===== src/brf_params.svh =====
// Constants for the breaker failure supervision block: offsets, fields, resets and timing.
// Assumes inclusion by the block's top module only.
`ifndef BRF_PARAMS_SVH
`define BRF_PARAMS_SVH

// Register word indices; the byte address is four times the index.
`define BRF_IDX_CTRL     3'h0
`define BRF_IDX_PH_THR   3'h1
`define BRF_IDX_RES_THR  3'h2
`define BRF_IDX_BU_DLY   3'h3
`define BRF_IDX_RT_DLY   3'h4
`define BRF_IDX_PULSE    3'h5
`define BRF_IDX_STATUS   3'h6

// Control register fields.
`define BRF_CTRL_MODE_LSB 0
`define BRF_CTRL_RT_EN    2
`define BRF_CTRL_SP       3

// Reset values of the settings.
`define BRF_RST_PH_THR   16'h001E
`define BRF_RST_RES_THR  16'h0014
`define BRF_RST_BU_DLY   16'h03E8
`define BRF_RST_RT_DLY   16'h0064
`define BRF_RST_PULSE    16'h0064

// Setting limits in milliseconds.
`define BRF_BU_MIN       16'h0064
`define BRF_BU_MAX       16'hEA60
`define BRF_RT_MAX       16'h03E8
`define BRF_PULSE_MAX    16'hEA60

// Timebase: clock rate and tick period.
`define BRF_CLK_MHZ      250
`define BRF_TICK_US      1000
`define BRF_MS_CYCLES    (`BRF_CLK_MHZ * `BRF_TICK_US)

`endif


===== src/brf_pkg.sv =====
// Types shared by the breaker failure supervision block.
// Assumes nothing beyond a SystemVerilog compiler.
package brf_pkg;

  // Operation setting.
  typedef enum logic [1:0] {
    BRF_OFF,
    BRF_CURRENT,
    BRF_CONTACT,
    BRF_BOTH
  } brf_mode_e;

  // Software settings held by the register file.
  typedef struct packed {
    brf_mode_e   mode;
    logic        retrip_en;
    logic        single_pole;
    logic [15:0] ph_thr;
    logic [15:0] res_thr;
    logic [15:0] bu_dly;
    logic [15:0] rt_dly;
    logic [15:0] pulse;
  } brf_cfg_s;

endpackage : brf_pkg


===== src/brf_top.sv =====
// Breaker failure supervision: start timers, fault checks, trip pulses, Avalon-MM registers.
// Assumes all binary and current inputs come from logic on core_clk.
//
// The address map and the Avalon-MM register port were decided locally.
`timescale 1ns/1ps
`include "brf_params.svh"

module brf_top #(
  parameter int MS_CYCLES = `BRF_MS_CYCLES
) (
  // Clock and reset.
  input  wire logic        core_clk,
  input  wire logic        sys_rst,
  // Avalon-MM slave, word addressed.
  input  wire logic [2:0]  avs_address,
  input  wire logic        avs_read,
  input  wire logic        avs_write,
  input  wire logic [31:0] avs_writedata,
  output logic [31:0]      avs_readdata,
  output logic             avs_waitrequest,
  // Start, block and breaker status from trip logic.
  input  wire logic        block_in,
  input  wire logic        common_start_in,
  input  wire logic        start_ph1_in,
  input  wire logic        start_ph2_in,
  input  wire logic        start_ph3_in,
  input  wire logic        residual_start_in,
  input  wire logic        breaker_closed_in,
  input  wire logic        breaker_closed_ph1_in,
  input  wire logic        breaker_closed_ph2_in,
  input  wire logic        breaker_closed_ph3_in,
  // Current magnitudes in percent of nominal.
  input  wire logic [15:0] ph1_current,
  input  wire logic [15:0] ph2_current,
  input  wire logic [15:0] ph3_current,
  input  wire logic [15:0] residual_current,
  // Trip commands.
  output logic             backup_trip_out,
  output logic             retrip_ph1_out,
  output logic             retrip_ph2_out,
  output logic             retrip_ph3_out
);

  // Channels 0..2 are the phases, channel 3 is the residual path.
  localparam int NCH = 4;

  brf_pkg::brf_cfg_s cfg;
  logic              ack;
  logic [17:0]       tick_cnt;
  logic              tick;
  logic [NCH-1:0]    start_now;
  logic [NCH-1:0]    start_q;
  logic [NCH-1:0]    over;
  logic [NCH-1:0]    closed;
  logic [NCH-1:0]    fault;
  logic [NCH-1:0]    active;
  logic [15:0]       bu_cnt [NCH];
  logic [15:0]       rt_cnt [NCH];
  logic [NCH-1:0]    bu_exp;
  logic [2:0]        rt_exp;
  logic              enabled;
  logic [15:0]       pcnt [NCH];
  logic [NCH-1:0]    trip;
  logic [NCH-1:0]    cause;

  // Clamp a written value into a setting's range.
  function automatic logic [15:0] clamp(input logic [15:0] v, input logic [15:0] lo,
                                        input logic [15:0] hi);
    clamp = (v < lo) ? lo : ((v > hi) ? hi : v);
  endfunction : clamp

  // Strict comparison used by every overcurrent flag.
  function automatic logic exceeds(input logic [15:0] i, input logic [15:0] thr);
    exceeds = (i > thr);
  endfunction : exceeds

  // One wait state on every access: the answer is registered and the bus sees it a cycle later.
  assign avs_waitrequest = (avs_read | avs_write) & ~ack;

  always_ff @(posedge core_clk) begin
    if (sys_rst) begin
      ack <= 1'b0;
    end else begin
      ack <= (avs_read | avs_write) & ~ack;
    end
  end

  // Settings registers; writes land on the edge where waitrequest is low.
  always_ff @(posedge core_clk) begin
    if (sys_rst) begin
      cfg.mode        <= brf_pkg::BRF_OFF;
      cfg.retrip_en   <= 1'b0;
      cfg.single_pole <= 1'b0;
      cfg.ph_thr      <= `BRF_RST_PH_THR;
      cfg.res_thr     <= `BRF_RST_RES_THR;
      cfg.bu_dly      <= `BRF_RST_BU_DLY;
      cfg.rt_dly      <= `BRF_RST_RT_DLY;
      cfg.pulse       <= `BRF_RST_PULSE;
    end else if (avs_write && ack) begin
      unique case (avs_address)
        `BRF_IDX_CTRL: begin
          cfg.mode        <= brf_pkg::brf_mode_e'(avs_writedata[`BRF_CTRL_MODE_LSB +: 2]);
          cfg.retrip_en   <= avs_writedata[`BRF_CTRL_RT_EN];
          cfg.single_pole <= avs_writedata[`BRF_CTRL_SP];
        end
        `BRF_IDX_PH_THR:  cfg.ph_thr  <= avs_writedata[15:0];
        `BRF_IDX_RES_THR: cfg.res_thr <= avs_writedata[15:0];
        // Out-of-range delays are pulled to the nearest limit.
        `BRF_IDX_BU_DLY:  cfg.bu_dly <= clamp(avs_writedata[15:0], `BRF_BU_MIN,
                                              `BRF_BU_MAX);
        `BRF_IDX_RT_DLY:  cfg.rt_dly <= clamp(avs_writedata[15:0], 16'h0000,
                                              `BRF_RT_MAX);
        `BRF_IDX_PULSE:   cfg.pulse  <= clamp(avs_writedata[15:0], 16'h0000,
                                              `BRF_PULSE_MAX);
        default: ;
      endcase
    end
  end

  // Read data; status shows running timers and trip outputs, unmapped words read zero.
  always_ff @(posedge core_clk) begin
    if (sys_rst) begin
      avs_readdata <= 32'h0000_0000;
    end else if (avs_read && !ack) begin
      unique case (avs_address)
        `BRF_IDX_CTRL:    avs_readdata <= {28'h000_0000, cfg.single_pole, cfg.retrip_en,
                                           cfg.mode};
        `BRF_IDX_PH_THR:  avs_readdata <= {16'h0000, cfg.ph_thr};
        `BRF_IDX_RES_THR: avs_readdata <= {16'h0000, cfg.res_thr};
        `BRF_IDX_BU_DLY:  avs_readdata <= {16'h0000, cfg.bu_dly};
        `BRF_IDX_RT_DLY:  avs_readdata <= {16'h0000, cfg.rt_dly};
        `BRF_IDX_PULSE:   avs_readdata <= {16'h0000, cfg.pulse};
        `BRF_IDX_STATUS:  avs_readdata <= {24'h00_0000, trip, active};
        default:          avs_readdata <= 32'h0000_0000;
      endcase
    end
  end

  // Millisecond timebase shared by all timers.
  always_ff @(posedge core_clk) begin
    if (sys_rst) begin
      tick_cnt <= 18'h0_0000;
    end else if (tick_cnt == 18'(MS_CYCLES - 1)) begin
      tick_cnt <= 18'h0_0000;
    end else begin
      tick_cnt <= tick_cnt + 18'h0_0001;
    end
  end

  assign tick = (tick_cnt == 18'(MS_CYCLES - 1));

  // Block and the off setting stop everything.
  assign enabled = (cfg.mode != brf_pkg::BRF_OFF) && !block_in;

  // Start selection: the single-pole variant uses phase starts, the common one the general start.
  assign start_now[0] = cfg.single_pole ? start_ph1_in : common_start_in;
  assign start_now[1] = cfg.single_pole ? start_ph2_in : common_start_in;
  assign start_now[2] = cfg.single_pole ? start_ph3_in : common_start_in;
  assign start_now[3] = residual_start_in;

  // Overcurrent flags for each phase and the residual path.
  assign over[0] = exceeds(ph1_current, cfg.ph_thr);
  assign over[1] = exceeds(ph2_current, cfg.ph_thr);
  assign over[2] = exceeds(ph3_current, cfg.ph_thr);
  assign over[3] = exceeds(residual_current, cfg.res_thr);

  // Breaker-closed status: per phase in single-pole, one common input otherwise.
  assign closed[0] = cfg.single_pole ? breaker_closed_ph1_in : breaker_closed_in;
  assign closed[1] = cfg.single_pole ? breaker_closed_ph2_in : breaker_closed_in;
  assign closed[2] = cfg.single_pole ? breaker_closed_ph3_in : breaker_closed_in;
  assign closed[3] = cfg.single_pole ? |closed[2:0] : breaker_closed_in;

  // Fault persistence per channel according to the operation setting.
  always_comb begin
    for (int c = 0; c < NCH; c++) begin
      unique case (cfg.mode)
        brf_pkg::BRF_CURRENT: fault[c] = over[c];
        brf_pkg::BRF_CONTACT: fault[c] = closed[c];
        brf_pkg::BRF_BOTH:    fault[c] = over[c] | closed[c];
        brf_pkg::BRF_OFF:     fault[c] = 1'b0;
      endcase
    end
  end

  // Previous start level for edge detection.
  always_ff @(posedge core_clk) begin
    if (sys_rst) begin
      start_q <= '0;
    end else begin
      start_q <= start_now;
    end
  end

  // Per-channel timers. A timer only starts on a rising start edge, so a start held high
  // through a block does not relaunch when the block drops.
  always_ff @(posedge core_clk) begin
    if (sys_rst) begin
      active <= '0;
      for (int c = 0; c < NCH; c++) begin
        bu_cnt[c] <= 16'h0000;
        rt_cnt[c] <= 16'h0000;
      end
    end else begin
      for (int c = 0; c < NCH; c++) begin
        if (!enabled || !start_now[c] || !fault[c]) begin
          active[c] <= 1'b0;
          bu_cnt[c] <= 16'h0000;
          rt_cnt[c] <= 16'h0000;
        end else if (start_now[c] && !start_q[c]) begin
          active[c] <= 1'b1;
          bu_cnt[c] <= 16'h0000;
          rt_cnt[c] <= 16'h0000;
        end else if (active[c] && tick) begin
          if (bu_cnt[c] != 16'hFFFF) begin
            bu_cnt[c] <= bu_cnt[c] + 16'h0001;
          end
          if (rt_cnt[c] != 16'hFFFF) begin
            rt_cnt[c] <= rt_cnt[c] + 16'h0001;
          end
        end
      end
    end
  end

  // Expiry flags: they hold while the timer runs past its delay with the fault present.
  always_comb begin
    for (int c = 0; c < NCH; c++) begin
      bu_exp[c] = active[c] && (bu_cnt[c] >= cfg.bu_dly);
    end
    for (int c = 0; c < 3; c++) begin
      rt_exp[c] = active[c] && (rt_cnt[c] >= cfg.rt_dly) && cfg.retrip_en
                  && cfg.single_pole;
    end
  end

  // Trip causes: index 0 is backup, 1..3 the phase retrips.
  assign cause = {rt_exp, |bu_exp};

  // Trip outputs with minimum pulse length counted from the last moment the cause held.
  always_ff @(posedge core_clk) begin
    if (sys_rst) begin
      trip <= '0;
      for (int k = 0; k < NCH; k++) begin
        pcnt[k] <= 16'h0000;
      end
    end else begin
      for (int k = 0; k < NCH; k++) begin
        if (!enabled) begin
          trip[k] <= 1'b0;
          pcnt[k] <= 16'h0000;
        end else if (cause[k]) begin
          trip[k] <= 1'b1;
          pcnt[k] <= 16'h0000;
        end else if (trip[k] && tick) begin
          if (pcnt[k] >= cfg.pulse) begin
            trip[k] <= 1'b0;
          end else begin
            pcnt[k] <= pcnt[k] + 16'h0001;
          end
        end
      end
    end
  end

  // Retrip outputs exist only in the single-pole variant; cause already gates them.
  assign backup_trip_out = trip[0];
  assign retrip_ph1_out  = trip[1];
  assign retrip_ph2_out  = trip[2];
  assign retrip_ph3_out  = trip[3];

  // With the function off, no trip stands a cycle later.
  property p_off_quiet;
    @(posedge core_clk) disable iff (sys_rst)
      (cfg.mode == brf_pkg::BRF_OFF) |=> (trip == '0);
  endproperty
  a_off_quiet: assert property (p_off_quiet)
    else $error("trip present while operation is off");

  // Block drops outputs and timers on the next edge.
  property p_block;
    @(posedge core_clk) disable iff (sys_rst)
      block_in |=> (trip == '0) && (active == '0);
  endproperty
  a_block: assert property (p_block)
    else $error("activity while blocked");

  // A qualified rising start launches the phase 1 timer.
  property p_launch;
    @(posedge core_clk) disable iff (sys_rst)
      (enabled && start_now[0] && !start_q[0] && fault[0])
        |=> active[0] && (bu_cnt[0] == 16'h0000);
  endproperty
  a_launch: assert property (p_launch)
    else $error("timer did not launch on start edge");

  // A falling start clears a running timer.
  property p_start_fall;
    @(posedge core_clk) disable iff (sys_rst)
      (active[1] && !start_now[1]) |=> !active[1];
  endproperty
  a_start_fall: assert property (p_start_fall)
    else $error("timer kept running after start fell");

  // Current mode looks only at overcurrent.
  property p_current_mode;
    @(posedge core_clk) disable iff (sys_rst)
      (cfg.mode == brf_pkg::BRF_CURRENT && active[0] && !over[0] && closed[0])
        |=> !active[0];
  endproperty
  a_current_mode: assert property (p_current_mode)
    else $error("current mode followed breaker contact");

  // Contact mode looks only at breaker status.
  property p_contact_mode;
    @(posedge core_clk) disable iff (sys_rst)
      (cfg.mode == brf_pkg::BRF_CONTACT && active[2] && over[2] && !closed[2])
        |=> !active[2];
  endproperty
  a_contact_mode: assert property (p_contact_mode)
    else $error("contact mode followed current");

  // Combined mode holds while either criterion persists.
  property p_both_mode;
    @(posedge core_clk) disable iff (sys_rst)
      (cfg.mode == brf_pkg::BRF_BOTH && enabled && active[0] && start_now[0]
       && (over[0] || closed[0]) && !tick) |=> active[0];
  endproperty
  a_both_mode: assert property (p_both_mode)
    else $error("combined mode reset with a fault present");

  // Backup trip rises only after a backup timer expired.
  property p_backup_cause;
    @(posedge core_clk) disable iff (sys_rst)
      $rose(backup_trip_out) |-> $past(|bu_exp);
  endproperty
  a_backup_cause: assert property (p_backup_cause)
    else $error("backup trip without timer expiry");

  // Retrip rises only when retrip is enabled in the single-pole variant.
  property p_retrip_en;
    @(posedge core_clk) disable iff (sys_rst)
      $rose(retrip_ph1_out) |-> $past(cfg.retrip_en && cfg.single_pole && rt_exp[0]);
  endproperty
  a_retrip_en: assert property (p_retrip_en)
    else $error("retrip without enable");

  // A trip falls only after its pulse count reached the setting, or on disable or reset.
  // The reset term matters on the edge that releases reset, where the attempt is not disabled.
  property p_pulse_min;
    @(posedge core_clk) disable iff (sys_rst)
      $fell(backup_trip_out) |-> $past((tick && pcnt[0] >= cfg.pulse) || !enabled || sys_rst);
  endproperty
  a_pulse_min: assert property (p_pulse_min)
    else $error("trip pulse shorter than setting");

endmodule : brf_top


===== config.mk =====
export PLATFORM = sky130hd
export DESIGN_NAME = brf_top
export DESIGN_NICKNAME = d
export VERILOG_FILES = /design/src/brf_pkg.sv /design/src/brf_top.sv
export VERILOG_INCLUDE_DIRS = /design/src
export SDC_FILE = /design/constraint.sdc
export NUM_CORES = 1
export LEC_CHECK = 0
export BUFFER_PORTS_ARGS = -buffer_cell sky130_fd_sc_hd__buf_2
export CAP_MARGIN = 20
export CORE_ASPECT_RATIO = 2
export CORE_MARGIN = 4
export CORE_UTILIZATION = 30
export DETAILED_ROUTE_END_ITERATION = 7
export PLACE_DENSITY = 0.52
export SKIP_LAST_GASP = 1
export SLEW_MARGIN = 20
export SYNTH_ARGS = -nofsm -noshare
export SYNTH_HDL_FRONTEND = slang
export SYNTH_SLANG_ARGS = --single-unit

===== constraint.sdc =====
create_clock -name core_clk -period 3.2 [get_ports core_clk]
set_input_delay 0.32 -clock core_clk [delete_from_list [all_inputs] [get_ports core_clk]]
set_output_delay 0.32 -clock core_clk [all_outputs]
set_load 0.01 [all_outputs]

---- After elaboration in Yosys (flattened, before gate mapping) ----
Memory sizes are Yosys's and may differ from the RTL's.
Index checks and enable logic that the tools add are counted.
W data, S select, Z words.
word-level totals
  memories ................................ 3
  output and inout port bits .............. 37
  register bits after elaboration ......... 147
  logic and storage cells ................. 383
  RAM bits ................................ 192
  bits of input ports ..................... 113
memory list
  name    words  width  rd ports  clocked after Yosys merged registers in  wr ports  line           source
  bu_cnt  4      16     4         0                                        4         brf_top.sv:57  logic [15:0] bu_cnt [NCH];
  pcnt    4      16     4         0                                        4         brf_top.sv:62  logic [15:0] pcnt [NCH];
  rt_cnt  4      16     4         0                                        4         brf_top.sv:58  logic [15:0] rt_cnt [NCH];
cells by class
  $add $sub $neg .......................... 13
  equal/unequal tests ..................... 18
  muxes and demuxes ....................... 186
  bitwise gates (word level) .............. 44
  reductions and logical operators ........ 80
  order comparisons ....................... 19
operators by type and width
  cell                     count
  $mux W16                 41
  $add A16 B1 Y16 const B  12
  $ge A16 B16 Y1           11
  $mux W1                  140
  $ne A16 B16 Y1 const B   8
  $pmux W16 S7             1
  $gt A16 B16 Y1           4
  $or A1 B1 Y1             41
  $logic_and A1 B1 Y1      28
  $reduce_and A2 Y1        10
  $add A18 B1 Y18 const B  1
  $eq A18 B18 Y1 const B   1
  $reduce_bool A2 Y1       9
  $gt A16 B10 Y1 const B   1
  $gt A16 B16 Y1 const B   1
  $lt A16 B1 Y1 const B    1
  $lt A16 B7 Y1 const B    1
  $pmux W1 S4              4
  $logic_not A1 Y1         15
  $reduce_or A2 Y1         6
  $eq A3 B3 Y1 const B     3
  $logic_or A1 B1 Y1       8
  $eq A3 B2 Y1 const B     2
  $eq A2 B2 Y1 const B     2
  other kinds (8)          9

---- Depth between registers and ports, before layout ----
Gate-level depths: netlist (run 1).
  depth after elaboration ................. 13
  mapped depth ............................ 11
  gate-level depth less buffers ........... 9

---- Worst setup path before layout (run 1) ----
Ideal clock, no wire load.
  kind .................................... reg-to-reg
  start point ............................. memory rt_cnt[0][0]
  end point ............................... memory rt_cnt[0][0], enable pin
  setup time .............................. 0.452 ns
  path slack .............................. 0.362 ns
  cell stages (with the launch flop) ...... 10
  arrival ................................. 2.386 ns
  path buffers ............................ 2
  required time ........................... 2.748 ns
  clock period less this slack ............ 2.838 ns
  cell sequence ........................... edfxtp_1 ha_1 and3_1 clkbuf_1 nand3_1 nor2_1 nand2_1 o21bai_1 clkbuf_1 nand4_1
RTL lines
  item             line
  start, declared  brf_top.sv:58

==> impl_metrics.tcl, run 1 <==
set metrics [dict create \
    run_status "complete, but fails checks" \
    failed_checks "setup timing" \
    min_setup_slack_post_route_ns -0.0152 \
    detailedRoute.firstPassIterationCount 7 \
    antenna_violating_nets_post_route 0 \
    num-nets-final 2724 \
    place_congestion 1.06 \
    cts_tree "yes" \
    hold_viol 0 \
    stages_on_the_worst_setup_path 9 \
    critPathTopFamily "compound AO/OA/AOI/OAI gates" \
    first_global_vias 17500 \
    critical_path_slowest_stage_cell "sky130_fd_sc_hd__a2111oi_2" \
    met3RoutedLength_um 3510 \
    placed_cells_incl_taps 3211 \
    maximum_capacitance_violations 0 \
    initial_antenna_violation_count 13 \
    yosys_warnings 0 \
    postSynthRegisterBits 307 \
    worst-path-buf-inv 4 \
    area_of_the_die_um2 71800 \
    cts.sink_count 307 \
    power_switching_mw 2.02 \
    die-height_um 375 \
    number_of_instances_in_the_synthesized_netlist 2205 \
    synth.top_cell.area_share 0.262 \
    crit_path_start_kind "flip-flop" \
    track_usage 0.189 \
    critPathKind "flip-flop to flip-flop" \
    synth_edf_count 176 \
    timing.reg2reg.worst_path_depth 9 \
    required_ns 3.55 \
    initial_core_util 0.303 \
    library_cell_with_the_highest_instance_count_after_synthesis "sky130_fd_sc_hd__nor2_1" \
    critical_path.max_stage_delay_ns 0.85 \
    timing.final.max_slew_violations 0 \
    grt_overflow 0 \
    level_count_of_the_clock_h_tree 1 \
    synthesis.area_per_instance_um2 9.16 \
    worstHoldPathType "input pin to flip-flop" \
    synthesis.area_um2 20200 \
    detailroute.wirelength.met2_um 36800 \
    critical_path.reg2reg.startpoint "cfg[39]" \
    floorplan.die.width_um 191 \
    final.setup.tns_ns -0.128 \
    clock_path_buffers 3 \
    holdWs_ns 0.0564 \
    synthArstFlopShare 0 \
    postCtsSetupBuffers 0 \
    path_common_cell "sky130_fd_sc_hd__buf_4" \
    post-layout-total-power_mw 8.27 \
    placement.io_buffers 117 \
    met1_length_um 22900 \
    switching_share 0.244 \
    clk_pin_slew_worst_paths_ns 0.07 \
    timing.slew.headroom 0.382 \
    synth.area.top_cells "sky130_fd_sc_hd__edfxtp_1, sky130_fd_sc_hd__ha_1, sky130_fd_sc_hd__dfxtp_1, sky130_fd_sc_hd__nor2_1, sky130_fd_sc_hd__xor2_1" \
    worst_slew_pin_slew_ns 0.926 \
    drc 0 \
    proportion_of_synthesized_chip_area_in_sequential_cells 0.392 \
    ios 150 \
    timing.critical_path.arrival_ns 3.57 \
    fmaxAchievable_ghz 0.311 \
    hold_path_cell_cnt 3 \
    critical_path_peak_fanout 16 \
    grt_pass1_wl_um 104000 \
    fp.coreArea_um2 66700 \
    report.final.setup_viol 19 \
    comb_power_share 0.063 \
    power.density_nw_per_um2 358 \
    leakagePower_nw 9.14 \
    final-instance-count-excl-fill 3271 \
    drt_first_iter_violations 1020 \
    share_seq_of_total_power 0.505 \
    clock-skew-final_ns 0.0379 \
    wl_per_cell_um 21.4 \
    flip_flop_cell_with_the_highest_count_after_synthesis "sky130_fd_sc_hd__edfxtp_1" \
    syn_to_final_growth_pct 14.5 \
    synth_top_cells_by_count "sky130_fd_sc_hd__nor2_1, sky130_fd_sc_hd__ha_1, sky130_fd_sc_hd__nand2_1" \
    critical_path.endpoint_type "flip-flop" \
    fillerInstances 6974 \
    timing.critical_path.cells "inv_1, ha_1, a211o_1, a2111oi_2, buf_4, o22a_1, buf_4, nand4b_1, buf_4" \
    route.top_layer_used "met5" \
    final_min_period_over_clock_period 1.00 \
    share_of_cells_above_drive_strength_1 0.114 \
    timing.critical_path.from "cfg[39]" \
    internal_power_mw 6.25 \
    synth_top_area_cell "sky130_fd_sc_hd__edfxtp_1" \
    routed-via-count 17200 \
    clock_tree.root_cell "sky130_fd_sc_hd__clkbuf_16" \
    power_frac_clock 0.432 \
    dp_hpwl_um 56400 \
    routed_wl_um 70000 \
    std_cell_rows 134 \
    route.detailed.vias_per_inst 5.26 \
    clock_insertion_delay_worst_skew_ns 0.62 \
    peakVddDrop_mv 0.314 \
    numCtsBuffers 29 \
    grt_start_max_net_pins 59 \
    number_of_distinct_library_cell_variants_in_the_gate_level_netlist_after_synthesis 74 \
    min_period_ns 3.22 \
    min-delay-start "avs_writedata[3]" \
]
[state kept, by name, summed over array words and instances (netlist names)]
| name | count |
|---|---|
| ack | 1 |
| active | 4 |
| avs_readdata | 16 |
| bu_cnt | 64 |
| cfg | 84 |
| pcnt | 64 |
| rt_cnt | 48 |
| start_q | 4 |
| tick_cnt | 18 |
| trip | 4 |
[power groups by stage]
stage                     clock (mW)  sequential, mW  combinational [mW]
after floorplan                    0            4.26               0.287
after global placement             0            4.26               0.499
after detailed placement           0            4.27               0.509
after CTS                       3.67            4.18               0.514
after global routing            3.79            4.18               0.566
final                           3.57            4.18               0.521
[kinds of logic (layout without fill, tap and decap cells)]
logic type / count (synthesis) / count (layout) / synth area share
adder cells (fa/ha/maj): 252 / 252 / 0.156
other: 1 / 21 / 0.000186
buffers and inverters: 216 / 378 / 0.0446
XOR/XNOR: 161 / 161 / 0.0698
flip-flops: 307 / 307 / 0.392
AND/OR/NAND/NOR: 845 / 845 / 0.197
AO/OA/AOI/OAI: 402 / 402 / 0.128
multiplexers: 21 / 21 / 0.0118
[area by class of cell]
class                      instances  area [um2]  area share
tap                              884        1110      0.0479
timing repair buffer             192        1170      0.0505
antenna                            5        12.5    0.000541
multi-input combinational       1697       11500       0.497
clock buffer                      44         886      0.0383
sequential                       307        7910       0.342
inverter                         132         495      0.0214
clock inverter                    10        55.1     0.00238
[worst register-to-register path, stage by stage, from the launching register on]
cell and delay, ns:
sky130_fd_sc_hd__dfxtp_1 0.38, sky130_fd_sc_hd__inv_1 0.25, sky130_fd_sc_hd__ha_1 0.34, sky130_fd_sc_hd__a211o_1 0.25
sky130_fd_sc_hd__a2111oi_2 0.85, sky130_fd_sc_hd__buf_4 0.23, sky130_fd_sc_hd__o22a_1 0.17, sky130_fd_sc_hd__buf_4 0.15
sky130_fd_sc_hd__nand4b_1 0.10, sky130_fd_sc_hd__buf_4 0.23
[layer usage]
layer | GRT usage | vias up
met2 | 0.354 | 483
met1 | 0.175 | 8226
met3 | 0.0339 | 220
met4 | 0.155 | 14
li1 | - | 8262
met5 | 0 | -
[metrics by stage]
| stage | setup WS (ns) | util | instance area (um2) |
|---|---|---|---|
| after floorplan | 0.362 | - | 20200 |
| after global routing | -0.0451 | 0.346 | 23100 |
| after global placement | -0.480 | 0.331 | 22100 |
| after CTS | 0.0192 | 0.346 | 23100 |
| after detailed placement | -0.124 | 0.331 | 22100 |
| final | -0.0152 | 0.346 | 23100 |
[worst paths after layout]
kind,end,slack (ns)
min reg2reg,cfg[71],0.46
max,pcnt[0][0],-0.02
max reg2reg,pcnt[0][0],-0.02
min,cfg[51],0.06
[cell usage in the layout (no fill, tap or decap), types with 8 or more instances in the layout]
master                      Yosys  layout
sky130_fd_sc_hd__a211o_1       14      14
sky130_fd_sc_hd__a211oi_1      13      13
sky130_fd_sc_hd__a21o_1        26      26
sky130_fd_sc_hd__a21oi_1      138     138
sky130_fd_sc_hd__a221o_1        9       9
sky130_fd_sc_hd__a221oi_1      10       8
sky130_fd_sc_hd__a22oi_1       30      30
sky130_fd_sc_hd__a31oi_1       12      12
sky130_fd_sc_hd__and3_1        32      32
sky130_fd_sc_hd__and4_1        13      13
sky130_fd_sc_hd__buf_2          7     116
sky130_fd_sc_hd__buf_4         17      74
sky130_fd_sc_hd__clkbuf_16      0      31
sky130_fd_sc_hd__conb_1         1      16
sky130_fd_sc_hd__dfxtp_1      131     130
sky130_fd_sc_hd__edfxtp_1     176     176
sky130_fd_sc_hd__ha_1         252     252
sky130_fd_sc_hd__inv_1        132     132
sky130_fd_sc_hd__mux2i_1       16      16
sky130_fd_sc_hd__nand2_1      183     183
sky130_fd_sc_hd__nand2b_1      21      21
sky130_fd_sc_hd__nand3_1      114     114
sky130_fd_sc_hd__nand4_1       63      63
sky130_fd_sc_hd__nor2_1       292     292
sky130_fd_sc_hd__nor2b_1       16      16
sky130_fd_sc_hd__nor3_1        65      64
sky130_fd_sc_hd__o211ai_1      11      11
sky130_fd_sc_hd__o21a_1        11      11
sky130_fd_sc_hd__o21ai_0       64      64
sky130_fd_sc_hd__o221ai_1       9       9
sky130_fd_sc_hd__or2_2          9       9
sky130_fd_sc_hd__or3_1         10      10
sky130_fd_sc_hd__xnor2_1       74      74
sky130_fd_sc_hd__xor2_1        87      87
[what timing repair did]
item	in CTS	in global routing
gates resized for setup	2	5
endpoints found under the hold margin	1	0
pin swaps	1	1
hold buffers	1	0
setup endpoints to repair	34	33
Note: power is estimated with default switching activity, not from simulation.
==> run 2, diff against run 1 <==
- SKIP_CTS_REPAIR_TIMING: unset -> 1
- clock period: 3.2 -> 3.45 ns (I/O delays scaled with it)
==> run 2 against run 1 <==
The run now ends clean. Sequential power decreased by 7.2%. Clock skew increased by 0.013 ns. Maximum frequency decreased by 2.0%. Worst hold slack improved by 0.0027 ns. Register-to-register slack improved by 0.18 ns. First-iteration DRC count decreased by 5.4%. Count of clock-buffer cells in the layout decreased by 2. Clock power decreased by 6.4%. Non-clock buffer count decreased by 17. Combinational power decreased by 10%. Total power decreased by 7.2%. Via count decreased by 0.54%. Critical path type unchanged. Largest cell class unchanged. Largest power group unchanged. Highest routed layer unchanged.
==> impl_metrics.tcl, run 2 (synthesized netlist as in run 1, its figures left out) <==
set metrics [dict create \
    critical_path_slowest_stage_cell "sky130_fd_sc_hd__or4_1" \
    power_switching_mw 1.87 \
    grt_pass1_wl_um 103000 \
    clock_tree.root_cell "sky130_fd_sc_hd__clkbuf_16" \
    grt_start_max_net_pins 65 \
    clock_insertion_delay_worst_skew_ns 0.63 \
    place_congestion 0.990 \
    placement.io_buffers 117 \
    critical_path.endpoint_type "flip-flop" \
    numCtsBuffers 29 \
    most_flops_register "cfg" \
    ios 150 \
    min_period_ns 3.28 \
    cts.sink_count 307 \
    grt_overflow 0 \
    dp_hpwl_um 55300 \
    syn_to_final_growth_pct 13.7 \
    drt_first_iter_violations 965 \
    run_status "finished clean" \
    antenna_violating_nets_post_route 0 \
    worst_slew_pin_slew_ns 0.799 \
    routed-via-count 17100 \
    fp.coreArea_um2 66700 \
    largest_registers "cfg x84, bu_cnt x64, pcnt x64" \
    utilization 0.344 \
    track_usage 0.188 \
    critical_path.max_stage_delay_ns 0.52 \
    largest_reg_flops 84 \
    fmaxAchievable_ghz 0.305 \
    clock-skew-final_ns 0.0511 \
    post-layout-total-power_mw 7.68 \
    level_count_of_the_clock_h_tree 1 \
    detailedRoute.firstPassIterationCount 5 \
    critPathKind "flip-flop to flip-flop" \
    wl_per_cell_um 21.2 \
    timing.slew.headroom 0.454 \
    share_of_cells_above_drive_strength_1 0.104 \
    clock_path_buffers 3 \
    final_min_period_over_clock_period 0.951 \
    initial_antenna_violation_count 8 \
    internal_power_mw 5.81 \
    floorplan.die.width_um 191 \
    drc 0 \
    path_common_cell "sky130_fd_sc_hd__buf_4" \
    detailedPlace.worstSlack_ns 0.198 \
    clk_pin_slew_worst_paths_ns 0.07 \
    worstHoldPathType "input pin to flip-flop" \
    route.detailed.vias_per_inst 5.26 \
    initial_core_util 0.303 \
    layout_commonest_cell "sky130_fd_sc_hd__nor2_1" \
    critical_path_peak_fanout 16 \
    routed_wl_um 69000 \
    area_of_the_die_um2 71800 \
    crit_path_start_kind "flip-flop" \
    peakVddDrop_mv 0.324 \
    num-nets-final 2707 \
    most-common-layout-cells "sky130_fd_sc_hd__nor2_1, sky130_fd_sc_hd__ha_1, sky130_fd_sc_hd__nand2_1" \
    final.setup.tns_ns 0 \
    switching_share 0.244 \
    power.density_nw_per_um2 335 \
    cts_tree "yes" \
    die-height_um 375 \
    timing.critical_path.arrival_ns 3.60 \
    first_global_vias 17400 \
    leakagePower_nw 9.04 \
    min_setup_slack_post_route_ns 0.169 \
    std_cell_rows 134 \
    share_seq_of_total_power 0.505 \
    maximum_capacitance_violations 0 \
    timing.final.max_slew_violations 0 \
    timing.critical_path.cells "inv_1, ha_1, and3_1, nor3b_1, o21ai_0, a221oi_2, buf_4, nor2_1, or4_1, buf_4" \
    comb_power_share 0.061 \
    hold_viol 0 \
    power_frac_clock 0.434 \
    report.final.setup_viol 0 \
    required_ns 3.77 \
]
[run 2: cell types whose count changed in the layout (fill, tap and decap cells not counted), sizes merged]
cell	before	now
clkinvlp	0	2
clkbuf	44	42
diode	5	3
inv	135	134
buf	191	174
clkinv	7	8
[run 2: power by group through the flow]
stage,clock [mW],combinational [mW],sequential (mW)
finish,3.34,0.468,3.88
global placement,0,0.454,3.96
CTS,3.42,0.463,3.88
global route,3.55,0.510,3.88
floorplan,0,0.266,3.95
detailed placement,0,0.461,3.96
[run 2: final cells by class]
type / instances / area (um2)
diodes: 3 / 7.51
clock buffers: 42 / 880
clock inverters: 12 / 78.8
fillers: 6908 / 43800
inverters: 132 / 495
multi-input cells: 1697 / 11400
flip-flops and latches: 307 / 7910
well taps: 884 / 1110
repair buffers: 175 / 1030
[run 2: metal layers]
layer	part of all wire	track usage	up-vias
met5	0.00077	0	-
met3	0.044	0.0272	187
met4	0.080	0.129	8
li1	-	-	8200
met1	0.34	0.183	8256
met2	0.53	0.356	461
[run 2: stage by stage]
step                area [um2]  cells  hold WS, ns
floorplan                20200   2220        0.430
global placement         22000   3194        0.438
detailed placement       22000   3194        0.447
CTS                      22900   3248      -0.0380
global route             22900   3249       0.0544
finish                   23000   3252       0.0591
[run 2: critical path, delay by kind of cell, from the launching register on]
| family | cells | cell delay [ns] |
|---|---|---|
| adders and majority gates | 1 | 0.31 |
| and+or+nand+nor | 4 | 1.07 |
| buffers and inverters | 3 | 0.57 |
| AOI/OAI and AO/OA | 2 | 0.55 |
| DFF | 1 | 0.48 |
[run 2: path summary, 6_finish.rpt]
path                   end  slack, ns  cells past startpoint              start
max          rt_cnt[0][32]       0.17                     10            cfg[79]
min                cfg[58]       0.06                      3  avs_writedata[10]
max reg2reg  rt_cnt[0][32]       0.17                     10            cfg[79]
min reg2reg        cfg[70]       0.46                      2            cfg[70]
